==> config.mk <==
export PLATFORM = sky130hd
export DESIGN_NAME = psr_regs
export DESIGN_NICKNAME = d
export VERILOG_FILES = /design/src/psr_pkg.sv /design/src/psr_regs.sv
export SDC_FILE = /design/constraint.sdc
export NUM_CORES = 1
export LEC_CHECK = 0
export CAP_MARGIN = 15
export CORE_ASPECT_RATIO = 0.6
export CORE_MARGIN = 2
export CORE_UTILIZATION = 30
export CTS_CLUSTER_SIZE = 14
export DETAILED_ROUTE_END_ITERATION = 12
export DONT_BUFFER_PORTS = 1
export SYNTH_ARGS = -nofsm -noshare
export SYNTH_HDL_FRONTEND = slang
export SYNTH_SLANG_ARGS = --single-unit
==> constraint.sdc <==
create_clock -name clk_i -period 1.6 [get_ports clk_i]
set_input_delay 0.16 -clock clk_i [delete_from_list [all_inputs] [get_ports clk_i]]
set_output_delay 0.16 -clock clk_i [all_outputs]
set_load 0.05 [all_outputs]
==> src/psr_pkg.sv <==
// package for the power supervisor register bank: map, fields, carriers
package psr_pkg;

    // ==================================================================
    // register byte offsets
    localparam logic [11:0] OFF_EV_WARN     = 12'h108;
    localparam logic [11:0] OFF_EV_SLEEPIN  = 12'h114;
    localparam logic [11:0] OFF_EV_SLEEPOUT = 12'h118;
    localparam logic [11:0] OFF_EV_ARRIVAL  = 12'h11C;
    localparam logic [11:0] OFF_EV_LOSS     = 12'h120;
    localparam logic [11:0] OFF_EV_SETTLED  = 12'h124;
    localparam logic [11:0] OFF_IRQ_SET     = 12'h304;
    localparam logic [11:0] OFF_IRQ_CLR     = 12'h308;
    localparam logic [11:0] OFF_RST_CAUSE   = 12'h400;
    localparam logic [11:0] OFF_BANK_STAT   = 12'h428;
    localparam logic [11:0] OFF_USB_STAT    = 12'h438;
    localparam logic [11:0] OFF_SHUTDOWN    = 12'h500;
    localparam logic [11:0] OFF_FAIL_CFG    = 12'h510;
    localparam logic [11:0] OFF_SCRATCH     = 12'h51C;

    // ==================================================================
    // field layout
    localparam int NUM_EVENTS        = 6;
    localparam int EV_WARN           = 0;
    localparam int EV_SLEEPIN        = 1;
    localparam int EV_SLEEPOUT       = 2;
    localparam int EV_ARRIVAL        = 3;
    localparam int EV_LOSS           = 4;
    localparam int EV_SETTLED        = 5;
    // reset cause bit positions
    localparam int RC_PIN            = 0;
    localparam int RC_WATCHDOG       = 1;
    localparam int RC_SOFTWARE       = 2;
    localparam int RC_LOCKUP         = 3;
    localparam int RC_PIN_SENSE      = 16;
    localparam int RC_DEBUG          = 18;
    localparam int RC_BUS_POWER      = 20;
    localparam logic [31:0] RC_MASK  = 32'h0015000F;
    // comparator configuration
    localparam int CFG_ENABLE_BIT    = 0;
    localparam int CFG_LEVEL_LSB     = 1;
    localparam int CFG_HIGH_LSB      = 8;
    localparam int LEVEL_W           = 4;
    localparam logic [31:0] CFG_MASK = 32'h00000F1F;
    localparam logic [3:0] LEVEL_MIN_USABLE = 4'h4;

    // ==================================================================
    // reset values
    localparam logic [31:0] RESET_WORD = 32'h00000000;

    // ==================================================================
    // carriers
    typedef struct packed {
        logic       warn;
        logic       sleep_in;
        logic       sleep_out;
        logic       supply_arrival;
        logic       supply_loss;
        logic       regulator_settled;
    } psr_events_t;

    typedef struct packed {
        logic       pin;
        logic       watchdog;
        logic       software;
        logic       lockup;
        logic       pin_sense_wake;
        logic       debug_wake;
        logic       bus_power_wake;
    } psr_causes_t;

    typedef struct packed {
        logic       enable;
        logic [3:0] level;
        logic [3:0] high_level;
    } psr_fail_cfg_t;

endpackage

==> src/psr_regs.sv <==
// power supervisor register bank behind a classic wishbone slave
// ==================================================================
// How it works
// - bus power arrival sets its event flag to 1.
// - bus power loss sets the flag at 0x120.
// - usb regulator settled sets the flag at 0x124.
// - writing 1 at 0x304 sets event enables; reads return enables.
// - writing 1 at 0x308 clears event enables; reads return enables.
// - reset cause flags accumulate across resets until software clears them.
// - writing 1 clears a reset cause flag; writing 0 leaves it.
// - all cause flags zero means power-on or brownout reset.
// - separate flags for pin, watchdog, software and lock-up resets.
// - flags for wake by pin sense and by debug mode entry.
// - flag for wake by bus power rising into range.
// - bank status reports two bank bits from four memory sections.
// - bank bit is 1 while any of its sections is powered.
// - writing 1 to 0x500 requests shutdown.
// - configuration bit 0 enables the supply fail warning.
// - four-bit fail level, codes 4 to 15 select 1.7 to 2.8 V.
// - separate four-bit high supply fail level, 2.7 to 4.2 V.
// - read-write scratch register at 0x51C.
// - scratch keeps its contents through resets.
//
// The Wishbone register port was decided locally.
`timescale 1ns/1ps
`default_nettype none

module psr_regs (
    input  wire logic                   clk_i,
    input  wire logic                   rst_i,
    // wishbone classic slave
    input  wire logic                   cyc_i,
    input  wire logic                   stb_i,
    input  wire logic                   we_i,
    input  wire logic [11:0]            adr_i,
    input  wire logic [3:0]             sel_i,
    input  wire logic [31:0]            dat_i,
    output logic      [31:0]            dat_o,
    output logic                        ack_o,
    // hardware event pulses and cause strobes
    input  wire psr_pkg::psr_events_t   event_pulse_i,
    input  wire psr_pkg::psr_causes_t   cause_pulse_i,
    input  wire logic [3:0]             section_on_i,
    input  wire logic                   bus_power_present_i,
    input  wire logic                   regulator_output_settled_i,
    output logic                        power_irq_o,
    output logic                        shutdown_req_o,
    output psr_pkg::psr_fail_cfg_t      fail_cfg_o
);

    // ==================================================================
    // state
    logic [5:0]  event_q;
    logic [5:0]  event_d;
    logic [5:0]  irq_en_q;
    logic [5:0]  irq_en_d;
    logic [31:0] cause_q;
    logic [31:0] cause_d;
    logic [31:0] scratch_q;
    logic [31:0] scratch_d;
    logic [8:0]  cfg_q;
    logic [8:0]  cfg_d;
    logic        ack_q;
    logic [31:0] rdata_q;
    logic        shut_q;

    // ==================================================================
    // bus decode
    wire logic        req_w   = cyc_i && stb_i && !ack_q;
    wire logic        wr_w    = req_w && we_i;
    wire logic [31:0] lane_w  = {{8{sel_i[3]}}, {8{sel_i[2]}}, {8{sel_i[1]}}, {8{sel_i[0]}}};
    wire logic [31:0] wmask_d = dat_i & lane_w;

    function automatic logic hit(input logic [11:0] a, input logic [11:0] off);
        hit = (a == off);
    endfunction

    // event register index from address; 7 means not an event register
    logic [2:0] ev_idx_w;
    always_comb begin
        if (hit(adr_i, psr_pkg::OFF_EV_WARN)) begin
            ev_idx_w = 3'(psr_pkg::EV_WARN);
        end else if (hit(adr_i, psr_pkg::OFF_EV_SLEEPIN)) begin
            ev_idx_w = 3'(psr_pkg::EV_SLEEPIN);
        end else if (hit(adr_i, psr_pkg::OFF_EV_SLEEPOUT)) begin
            ev_idx_w = 3'(psr_pkg::EV_SLEEPOUT);
        end else if (hit(adr_i, psr_pkg::OFF_EV_ARRIVAL)) begin
            ev_idx_w = 3'(psr_pkg::EV_ARRIVAL);
        end else if (hit(adr_i, psr_pkg::OFF_EV_LOSS)) begin
            ev_idx_w = 3'(psr_pkg::EV_LOSS);
        end else if (hit(adr_i, psr_pkg::OFF_EV_SETTLED)) begin
            ev_idx_w = 3'(psr_pkg::EV_SETTLED);
        end else begin
            ev_idx_w = 3'h7;
        end
    end

    wire logic is_ev_w    = (ev_idx_w != 3'h7);
    wire logic is_set_w   = hit(adr_i, psr_pkg::OFF_IRQ_SET);
    wire logic is_clr_w   = hit(adr_i, psr_pkg::OFF_IRQ_CLR);
    wire logic is_cause_w = hit(adr_i, psr_pkg::OFF_RST_CAUSE);
    wire logic is_bank_w  = hit(adr_i, psr_pkg::OFF_BANK_STAT);
    wire logic is_usb_w   = hit(adr_i, psr_pkg::OFF_USB_STAT);
    wire logic is_shut_w  = hit(adr_i, psr_pkg::OFF_SHUTDOWN);
    wire logic is_cfg_w   = hit(adr_i, psr_pkg::OFF_FAIL_CFG);
    wire logic is_scr_w   = hit(adr_i, psr_pkg::OFF_SCRATCH);

    wire psr_pkg::psr_events_t ev_w = event_pulse_i;
    wire logic [5:0] ev_in_w = {ev_w.regulator_settled, ev_w.supply_loss,
                                ev_w.supply_arrival, ev_w.sleep_out,
                                ev_w.sleep_in, ev_w.warn};

    // ==================================================================
    // event flags: hardware set wins over a software clear in the same cycle
    always_comb begin
        event_d = event_q;
        if (wr_w && is_ev_w && sel_i[0] && !dat_i[0]) begin
            event_d[ev_idx_w] = 1'b0;
        end
        if (wr_w && is_ev_w && sel_i[0] && dat_i[0]) begin
            event_d[ev_idx_w] = 1'b1;
        end
        event_d = event_d | ev_in_w;
    end

    // ==================================================================
    // interrupt enables
    always_comb begin
        irq_en_d = irq_en_q;
        if (wr_w && is_set_w) begin
            irq_en_d = irq_en_q | wmask_d[5:0];
        end else if (wr_w && is_clr_w) begin
            irq_en_d = irq_en_q & ~wmask_d[5:0];
        end
    end

    // ==================================================================
    // reset causes: set wins over the write-one clear
    wire psr_pkg::psr_causes_t cs_w = cause_pulse_i;
    logic [31:0] cause_set_w;
    always_comb begin
        cause_set_w = psr_pkg::RESET_WORD;
        cause_set_w[psr_pkg::RC_PIN]       = cs_w.pin;
        cause_set_w[psr_pkg::RC_WATCHDOG]  = cs_w.watchdog;
        cause_set_w[psr_pkg::RC_SOFTWARE]  = cs_w.software;
        cause_set_w[psr_pkg::RC_LOCKUP]    = cs_w.lockup;
        cause_set_w[psr_pkg::RC_PIN_SENSE] = cs_w.pin_sense_wake;
        cause_set_w[psr_pkg::RC_DEBUG]     = cs_w.debug_wake;
        cause_set_w[psr_pkg::RC_BUS_POWER] = cs_w.bus_power_wake;
    end

    wire logic [31:0] cause_clr_w = (wr_w && is_cause_w) ? wmask_d : psr_pkg::RESET_WORD;
    // power-on or brownout leave every flag clear, so all-zero reads as that case
    assign cause_d = ((cause_q & ~cause_clr_w) | cause_set_w) & psr_pkg::RC_MASK;

    // ==================================================================
    // configuration and scratch
    assign cfg_d = (wr_w && is_cfg_w) ?
                   {wmask_d[psr_pkg::CFG_HIGH_LSB +: psr_pkg::LEVEL_W],
                    wmask_d[psr_pkg::CFG_LEVEL_LSB +: psr_pkg::LEVEL_W],
                    wmask_d[psr_pkg::CFG_ENABLE_BIT]} : cfg_q;

    // byte lanes keep unselected bytes
    assign scratch_d = (wr_w && is_scr_w) ?
                       ((scratch_q & ~lane_w) | (dat_i & lane_w)) : scratch_q;

    // ==================================================================
    // read mux
    wire logic [1:0] bank_w = {section_on_i[2] | section_on_i[3],
                               section_on_i[0] | section_on_i[1]};
    logic [31:0] rd_w;
    always_comb begin
        rd_w = psr_pkg::RESET_WORD;
        if (is_ev_w) begin
            rd_w[0] = event_q[ev_idx_w];
        end else if (is_set_w || is_clr_w) begin
            rd_w[5:0] = irq_en_q;
        end else if (is_cause_w) begin
            rd_w = cause_q;
        end else if (is_bank_w) begin
            rd_w[1:0] = bank_w;
        end else if (is_usb_w) begin
            rd_w[1:0] = {regulator_output_settled_i, bus_power_present_i};
        end else if (is_cfg_w) begin
            rd_w[psr_pkg::CFG_ENABLE_BIT] = cfg_q[0];
            rd_w[psr_pkg::CFG_LEVEL_LSB +: psr_pkg::LEVEL_W] = cfg_q[4:1];
            rd_w[psr_pkg::CFG_HIGH_LSB +: psr_pkg::LEVEL_W]  = cfg_q[8:5];
        end else if (is_scr_w) begin
            rd_w = scratch_q;
        end
    end

    // ==================================================================
    // registers cleared by system reset
    always_ff @(posedge clk_i) begin
        if (rst_i) begin
            event_q  <= 6'h00;
            irq_en_q <= 6'h00;
            cfg_q    <= 9'h000;
            ack_q    <= 1'b0;
            rdata_q  <= psr_pkg::RESET_WORD;
            shut_q   <= 1'b0;
        end else begin
            event_q  <= event_d;
            irq_en_q <= irq_en_d;
            cfg_q    <= cfg_d;
            ack_q    <= req_w;
            rdata_q  <= req_w ? rd_w : psr_pkg::RESET_WORD;
            shut_q   <= wr_w && is_shut_w && sel_i[0] && dat_i[0];
        end
    end

    // causes and scratch survive system reset; the strobes that mark a reset
    // arrive while rst_i is high, so they must still be captured then
    always_ff @(posedge clk_i) begin
        cause_q   <= rst_i ? ((cause_q | cause_set_w) & psr_pkg::RC_MASK) : cause_d;
        scratch_q <= scratch_d;
    end

    // ==================================================================
    // outputs
    assign ack_o          = ack_q;
    assign dat_o          = rdata_q;
    assign power_irq_o    = |(event_q & irq_en_q);
    assign shutdown_req_o = shut_q;
    assign fail_cfg_o     = '{enable: cfg_q[0], level: cfg_q[4:1], high_level: cfg_q[8:5]};

    // ==================================================================
    // checks
    chk_irq_follows: assert property (@(posedge clk_i) disable iff (rst_i)
        event_q[psr_pkg::EV_LOSS] && irq_en_q[psr_pkg::EV_LOSS] |-> power_irq_o)
        else $error("irq missing for enabled flag");
    chk_irq_no_flag: assert property (@(posedge clk_i) disable iff (rst_i)
        !(|event_q) |-> !power_irq_o)
        else $error("irq without any flag");
    chk_arrival_set: assert property (@(posedge clk_i) disable iff (rst_i)
        ev_w.supply_arrival |=> event_q[psr_pkg::EV_ARRIVAL])
        else $error("arrival flag not set");
    chk_loss_set: assert property (@(posedge clk_i) disable iff (rst_i)
        ev_w.supply_loss |=> event_q[psr_pkg::EV_LOSS])
        else $error("loss flag not set");
    chk_settle_set: assert property (@(posedge clk_i) disable iff (rst_i)
        ev_w.regulator_settled |=> event_q[psr_pkg::EV_SETTLED])
        else $error("settled flag not set");
    chk_enable_set: assert property (@(posedge clk_i) disable iff (rst_i)
        wr_w && is_set_w && sel_i[0] && dat_i[0] |=> irq_en_q[0])
        else $error("enable set write lost");
    chk_enable_clr: assert property (@(posedge clk_i) disable iff (rst_i)
        wr_w && is_clr_w && sel_i[0] && dat_i[0] |=> !irq_en_q[0])
        else $error("enable clear write lost");
    chk_cause_hold: assert property (@(posedge clk_i) disable iff (rst_i)
        cause_q[psr_pkg::RC_PIN] && !(wr_w && is_cause_w && sel_i[0] && dat_i[0])
        |=> cause_q[psr_pkg::RC_PIN])
        else $error("cause flag dropped without clear");
    chk_cause_w1c: assert property (@(posedge clk_i) disable iff (rst_i)
        wr_w && is_cause_w && sel_i[0] && dat_i[psr_pkg::RC_WATCHDOG] && !cs_w.watchdog
        |=> !cause_q[psr_pkg::RC_WATCHDOG])
        else $error("cause flag not cleared by one");
    chk_bank_or: assert property (@(posedge clk_i) disable iff (rst_i)
        ack_q && !we_i && $past(is_bank_w && req_w) |-> dat_o[1:0] == $past(bank_w))
        else $error("bank status wrong");
    chk_shutdown_req: assert property (@(posedge clk_i) disable iff (rst_i)
        wr_w && is_shut_w && sel_i[0] && dat_i[0] |=> shutdown_req_o ##1 !shutdown_req_o)
        else $error("shutdown pulse wrong");
    chk_scratch_keep: assert property (@(posedge clk_i)
        !(wr_w && is_scr_w) |=> scratch_q === $past(scratch_q))
        else $error("scratch changed without write");
    chk_warn_set: assert property (@(posedge clk_i) disable iff (rst_i)
        ev_w.warn |=> event_q[psr_pkg::EV_WARN])
        else $error("warning flag not set");
    chk_sleepin_set: assert property (@(posedge clk_i) disable iff (rst_i)
        ev_w.sleep_in |=> event_q[psr_pkg::EV_SLEEPIN])
        else $error("sleep entry flag not set");
    chk_sleepout_set: assert property (@(posedge clk_i) disable iff (rst_i)
        ev_w.sleep_out |=> event_q[psr_pkg::EV_SLEEPOUT])
        else $error("sleep exit flag not set");
    chk_flag_clear: assert property (@(posedge clk_i) disable iff (rst_i)
        wr_w && ev_idx_w == 3'(psr_pkg::EV_LOSS) && sel_i[0] && !dat_i[0]
        && !ev_w.supply_loss |=> !event_q[psr_pkg::EV_LOSS])
        else $error("flag not cleared by zero");
    chk_flag_hold: assert property (@(posedge clk_i) disable iff (rst_i)
        event_q[psr_pkg::EV_ARRIVAL] && !(wr_w && is_ev_w) |=> event_q[psr_pkg::EV_ARRIVAL])
        else $error("arrival flag dropped");
    chk_irq_no_enable: assert property (@(posedge clk_i) disable iff (rst_i)
        !(|irq_en_q) |-> !power_irq_o)
        else $error("irq without any enable");
    chk_enable_keep: assert property (@(posedge clk_i) disable iff (rst_i)
        !(wr_w && (is_set_w || is_clr_w)) |=> $stable(irq_en_q))
        else $error("enables changed without write");
    chk_set_adds: assert property (@(posedge clk_i) disable iff (rst_i)
        wr_w && is_set_w |=> (irq_en_q & $past(irq_en_q)) == $past(irq_en_q))
        else $error("set write dropped an enable");
    chk_clr_drops: assert property (@(posedge clk_i) disable iff (rst_i)
        wr_w && is_clr_w |=> (irq_en_q | $past(irq_en_q)) == $past(irq_en_q))
        else $error("clear write raised an enable");
    chk_enable_read: assert property (@(posedge clk_i) disable iff (rst_i)
        ack_q && !we_i && $past(req_w && is_clr_w) |-> dat_o[5:0] == $past(irq_en_q))
        else $error("enable readback wrong");
    chk_pin_cause: assert property (@(posedge clk_i)
        cs_w.pin |=> cause_q[psr_pkg::RC_PIN])
        else $error("pin cause not set");
    chk_dog_cause: assert property (@(posedge clk_i)
        cs_w.watchdog |=> cause_q[psr_pkg::RC_WATCHDOG])
        else $error("watchdog cause not set");
    chk_soft_cause: assert property (@(posedge clk_i)
        cs_w.software |=> cause_q[psr_pkg::RC_SOFTWARE])
        else $error("software cause not set");
    chk_lockup_cause: assert property (@(posedge clk_i)
        cs_w.lockup |=> cause_q[psr_pkg::RC_LOCKUP])
        else $error("lockup cause not set");
    chk_sense_cause: assert property (@(posedge clk_i)
        cs_w.pin_sense_wake |=> cause_q[psr_pkg::RC_PIN_SENSE])
        else $error("pin sense cause not set");
    chk_debug_cause: assert property (@(posedge clk_i)
        cs_w.debug_wake |=> cause_q[psr_pkg::RC_DEBUG])
        else $error("debug cause not set");
    chk_bus_cause: assert property (@(posedge clk_i)
        cs_w.bus_power_wake |=> cause_q[psr_pkg::RC_BUS_POWER])
        else $error("bus power cause not set");
    chk_cause_zero: assert property (@(posedge clk_i) disable iff (rst_i)
        wr_w && is_cause_w && dat_i == 32'h0 && !(|cs_w) |=> cause_q == $past(cause_q))
        else $error("zero write changed causes");
    chk_cause_reserved: assert property (@(posedge clk_i) disable iff (rst_i)
        (cause_q & ~psr_pkg::RC_MASK) == 32'h0)
        else $error("reserved cause bit set");
    chk_cause_read: assert property (@(posedge clk_i) disable iff (rst_i)
        ack_q && !we_i && $past(req_w && is_cause_w) |-> dat_o == $past(cause_q))
        else $error("cause readback wrong");
    chk_bank0_on: assert property (@(posedge clk_i) disable iff (rst_i)
        section_on_i[1] |-> bank_w[0])
        else $error("bank 0 not on");
    chk_bank1_on: assert property (@(posedge clk_i) disable iff (rst_i)
        section_on_i[3] |-> bank_w[1])
        else $error("bank 1 not on");
    chk_shut_zero: assert property (@(posedge clk_i) disable iff (rst_i)
        wr_w && is_shut_w && !dat_i[0] |=> !shutdown_req_o)
        else $error("shutdown on zero write");
    chk_shut_idle: assert property (@(posedge clk_i) disable iff (rst_i)
        !(wr_w && is_shut_w) |=> !shutdown_req_o)
        else $error("shutdown without write");
    chk_cfg_enable: assert property (@(posedge clk_i) disable iff (rst_i)
        wr_w && is_cfg_w && sel_i[0] |=> fail_cfg_o.enable == $past(dat_i[0]))
        else $error("enable bit not stored");
    chk_cfg_level: assert property (@(posedge clk_i) disable iff (rst_i)
        wr_w && is_cfg_w && sel_i[0] |=> fail_cfg_o.level == $past(dat_i[4:1]))
        else $error("fail level not stored");
    chk_cfg_high: assert property (@(posedge clk_i) disable iff (rst_i)
        wr_w && is_cfg_w && sel_i[1] |=> fail_cfg_o.high_level == $past(dat_i[11:8]))
        else $error("high level not stored");
    chk_cfg_keep: assert property (@(posedge clk_i) disable iff (rst_i)
        !(wr_w && is_cfg_w) |=> $stable(fail_cfg_o))
        else $error("config changed without write");
    chk_scratch_write: assert property (@(posedge clk_i) disable iff (rst_i)
        wr_w && is_scr_w && sel_i == 4'hF |=> scratch_q == $past(dat_i))
        else $error("scratch write lost");
    chk_scratch_read: assert property (@(posedge clk_i) disable iff (rst_i)
        ack_q && !we_i && $past(req_w && is_scr_w) |-> dat_o == $past(scratch_q))
        else $error("scratch readback wrong");
    chk_ack_pulse: assert property (@(posedge clk_i) disable iff (rst_i)
        ack_o |=> !ack_o)
        else $error("ack longer than one cycle");
    chk_ack_follows: assert property (@(posedge clk_i) disable iff (rst_i)
        cyc_i && stb_i && !ack_o |=> ack_o)
        else $error("request not acknowledged");
    chk_idle_data: assert property (@(posedge clk_i) disable iff (rst_i)
        !ack_o |-> dat_o == 32'h0)
        else $error("read data outside ack");
    chk_usb_read: assert property (@(posedge clk_i) disable iff (rst_i)
        ack_q && !we_i && $past(req_w && is_usb_w)
        |-> dat_o[1:0] == $past({regulator_output_settled_i, bus_power_present_i}))
        else $error("usb status readback wrong");
    chk_unmapped_read: assert property (@(posedge clk_i) disable iff (rst_i)
        ack_q && !we_i && $past(req_w) && $past(adr_i) == 12'h7F0 |-> dat_o == 32'h0)
        else $error("unmapped read not zero");

endmodule // psr_regs

`default_nettype wire

==> After elaboration in Yosys (flattened, before gate mapping) <==
Cells that the tools add are included.
W data, S select, Z words.
{ "op_classes": {"order_cmp": 2, "n_eq_ne": 15, "mux": 30, "bitwise": 19, "reduce_logical": 24} }
{ "op_table": {"columns": ["cell", "n"], "rows": [
  ["$mux W32", 4],
  ["$eq A12 B11 Y1 const B", 6],
  ["$eq A12 B9 Y1 const B", 6],
  ["$and A32 B32 Y32", 2],
  ["$mux W30", 2],
  ["$mux W21", 2],
  ["$or A21 B21 Y21", 2],
  ["$not A32 Y32", 1],
  ["$or A32 B32 Y32", 1],
  ["$mux W6", 5],
  ["$eq A12 B10 Y1 const B", 2],
  ["$and A21 B21 Y21", 1],
  ["$not A21 Y21", 1],
  ["$mux W20", 1],
  ["$and A6 B6 Y6", 3],
  ["$or A6 B6 Y6", 3],
  ["$logic_and A1 B1 Y1", 16],
  ["$mux W3", 5],
  ["$not A6 Y6", 2],
  ["$mux W2", 4],
  ["$reduce_or A6 Y1", 1],
  ["$mux W5", 1],
  ["$lt A3 B4 Y1 const B", 1],
  ["$mux W4", 1],
  ["13 further kinds", 17]
]} }
{ "totals": {"ff_bits": 108, "in_bits": 72, "out_inout_bits": 44, "wordCells": 100} }

==> Depth between registers and ports, before layout <==
{ "depth": {"depth_word": 17, "depth_mapped": 8} }

==> Worst setup path before layout <==
Ideal clock, no wire load.
{ "synth_timing": {"path_kind": "reg-to-reg", "from": "register ack_q, in the netlist ack_o", "to": "register with a tool-made name", "t_arrival_ns": 1.487, "t_required_ns": 1.230, "slack_ns": -0.257, "path_stages_with_launch": 5, "path_buffers": 1, "synth_period_minus_slack_ns": 1.857, "path_cell_list": "dfxtp_1 > and4b_1 > clkbuf_1 > nand2_1 > nor2_1"} }
{ "synth_rtl": {"columns": ["item", "line", "text"], "rows": [
  ["from (decl)", "psr_regs.sv:63", "logic ack_q;"],
  ["from (signal assigned)", "psr_regs.sv:207", "ack_q <= req_w;"]
]} }

==> summary.txt <==
status -> finished, violations left
failing checks -> negative hold slack, negative setup slack
critical path launch point -> ack_o$_SDFF_PP0_
CP arrival -> 1.83 ns
Hold WC Path Type -> in2reg
clock power share -> 43.6%
met3 GRT Util -> 5.13%
Final Hold Fails -> 22
setup TNS -> -0.000956 ns
Worst-Margin Slew -> 0.526 ns
worst hold slack -> -0.119 ns
Post-synth EDFFs -> 32
crit path setup slack, layout -> -0.000956 ns
fillers -> 1173
DR WL/cell -> 17.8 um
relative slew slack -> 64.9%
vias in the first global route -> 2880
routed via count -> 2857
sequential area share after synthesis -> 59.4%
Main synth FF type -> dfxtp_1
sw frac -> 22.6%
die area -> 0.0133 sq mm
CTS tree -> yes
synth cell count leaders -> 62 x dfxtp_1, 32 x edfxtp_1, 25 x nor2_1, 24 x a21oi_1, 21 x nand2_1
critical path startpoint category -> flop
number of buffers inserted by port buffering -> 0
Async SR Flop Fraction -> 0%
dominant cell type by area after synthesis -> dfxtp_1
Die Height -> 90.1 um
Setup WS pre-CTS -> -0.120 ns
Clock Skew -> 0.00839 ns
LEAKAGE -> 1.78 nW
CP endpoint kind -> flop
Synth Cell Area -> 0.00371 sq mm
Clock Latency Late Sink -> 0.34 ns
critical path data required time -> 1.83 ns
Area contributors post-synth -> dfxtp_1 33%, edfxtp_1 26%, a21oi_1 3.2%, a22oi_1 2.8%, nor2_1 2.5%
synthesized area per cell -> 11.2 sq um
register-to-register setup slack -> -0.001 ns
Longest Clk Path Bufs -> 2
Hold-fix buffers, CTS -> 41
Min-Delay Path Depth -> 1
count leader, synth -> dfxtp_1
Bufs and invs on worst path -> 0
Final Max Tran Viols -> 0
die width -> 148 um
share of layout cells above drive strength 1 -> 23.7%
num rows -> 31
htree depth -> 3
peak supply drop -> 0.000421 V
core area -> 0.0121 sq mm
dpl hpwl -> 7660 um
# nets final -> 480
post-route ant nets -> 0
TritonCTS Buffers -> 9
Flop pwr share -> 51.7%
routing usage on met2 -> 24.6%
register clock-pin slew on the reported worst setup and hold paths -> 0.07 ns
antenna diode count -> 0
power per cell area -> 971 mW/mm^2
peak fanout along the critical path -> 6
P_int -> 3.72 mW
top cell type's share of synthesized area -> 33.5%
Cells after Synth -> 330
Most Used Layer, Global Route -> met2
Critical-path top delay cell -> and4b_4
critical path class -> reg2reg
drt drc -> 0
Worst path max stage delay -> 0.41 ns
RSZ-0062 raised after global routing -> yes
first-pass GRT wire length -> 16200 um
fin crit period -> 1.60 ns
R2R Path Start -> ack_o$_SDFF_PP0_
TritonRoute pass-1 iters -> 5
Worst R2R Path Depth -> 5
Syn Nets -> 402
hold path start -> rst_i
post-DR vias/cell -> 4.94
grt met1 use -> 22.1%
grt total ovfl -> 0
setup violators final -> 1
max-cap violations -> 0
Logic pwr share -> 4.6%
Max Fclk -> 0.625 GHz
Tot GR Track Use -> 15.9%
drt initial violations -> 155
clk sink count -> 94
Synth Register Bits -> 94
initial antenna violation count -> 0
routability congestion estimate -> 0.842
Ys Warns -> 0
Sw Pwr -> 1.09 mW
clk root buf -> clkbuf_16
I/O Pins -> 116
Final period util -> 100%
pin count of the biggest net entering global routing -> 25
synth unique cells -> 49
Initial Util -> 30.7%
critical path cell sequence -> and4b_4 -> nand2_4 -> or2_2 -> o21ai_0 -> a21oi_2
Area Growth Syn to Fin -> 33.3%
final WL -> 10300 um
Largest delay share family, worst path -> simple AND/OR/NAND/NOR gates
==> per-stage QoR <==
step	utilization [%]	hold slack (ns)	std cells	cell area (sq um)	power, mW
after floorplan	-	0.229	330	3750	2.64
after global placement	34.7	0.235	520	4190	2.66
after detailed placement	34.7	0.235	520	4190	2.66
after CTS	40.7	-0.133	578	4910	4.86
after global routing	41.0	-0.142	578	4940	4.97
final	41.0	-0.119	578	4940	4.80
==> power by group through the flow <==
stage | Clock, mW | Combinational [mW] | Sequential (mW)
floorplan | 0 | 0.103 | 2.54
finish | 2.09 | 0.222 | 2.48
detailed placement | 0 | 0.120 | 2.54
global route | 2.25 | 0.240 | 2.48
CTS | 2.16 | 0.218 | 2.48
global placement | 0 | 0.119 | 2.54
==> worst max-delay path by stage <==
| stage | end | slack [ns] | cells past startpoint |
|---|---|---|---|
| detailed placement | flop | -0.12 | 5 |
| global route | flop | -0.08 | 5 |
| global placement | flop | -0.1 | 5 |
| finish | flop | -0.001 | 5 |
| floorplan | flop | 0.001 | 6 |
| CTS | flop | 0.01 | 5 |
==> per-layer routing <==
layer / wire length [um] / up-vias
li1: - / 1355
met1: 4710 / 1376
met2: 4680 / 119
met3: 869 / 7
met4: 53 / 0
met5: 0 / -
==> layout by cell type, fill, tap and decap left out, types with 9 or more instances in the layout <==
master | Yosys | routed
clkbuf_16 | 0 | 9
a21oi_1 | 24 | 23
nand2_1 | 21 | 19
nand4_1 | 10 | 10
edfxtp_1 | 32 | 32
nor2_1 | 25 | 24
nand3_1 | 17 | 17
and2_1 | 11 | 10
buf_4 | 4 | 41
dlygate4sd3_1 | 0 | 41
and2_4 | 10 | 11
a22oi_1 | 14 | 14
dfxtp_1 | 62 | 61
==> repair_timing <==
| item | CTS | global route |
|---|---|---|
| gates resized for setup | 3 | 9 |
| pin swaps | 0 | 4 |
| endpoints found under the hold margin | 61 | 22 |
| setup buffers | 1 | 0 |
| setup endpoints to repair | 26 | 26 |
==> final cells by class <==
class	instances	area (sq um)	area share (%)
Clock buffer	9	225	4.56
Sequential cell	94	2210	44.6
Clock inverter	7	72.6	1.47
Multi-Input combinational cell	211	1450	29.4
Inverter	8	30.0	0.607
Timing Repair Buffer	84	749	15.2
Tap cell	165	206	4.18
==> kinds of logic after synthesis <==
| family | after synthesis | share of synthesized area (%) |
|---|---|---|
| AND/OR/NAND/NOR | 136 | 23.5 |
| flip-flops | 94 | 59.4 |
| AO/OA/AOI/OAI | 66 | 11.4 |
| buffers and inverters | 25 | 3.27 |
| multiplexers | 8 | 2.19 |
| XOR/XNOR | 1 | 0.236 |
Note: power is estimated with default switching activity, not from simulation.
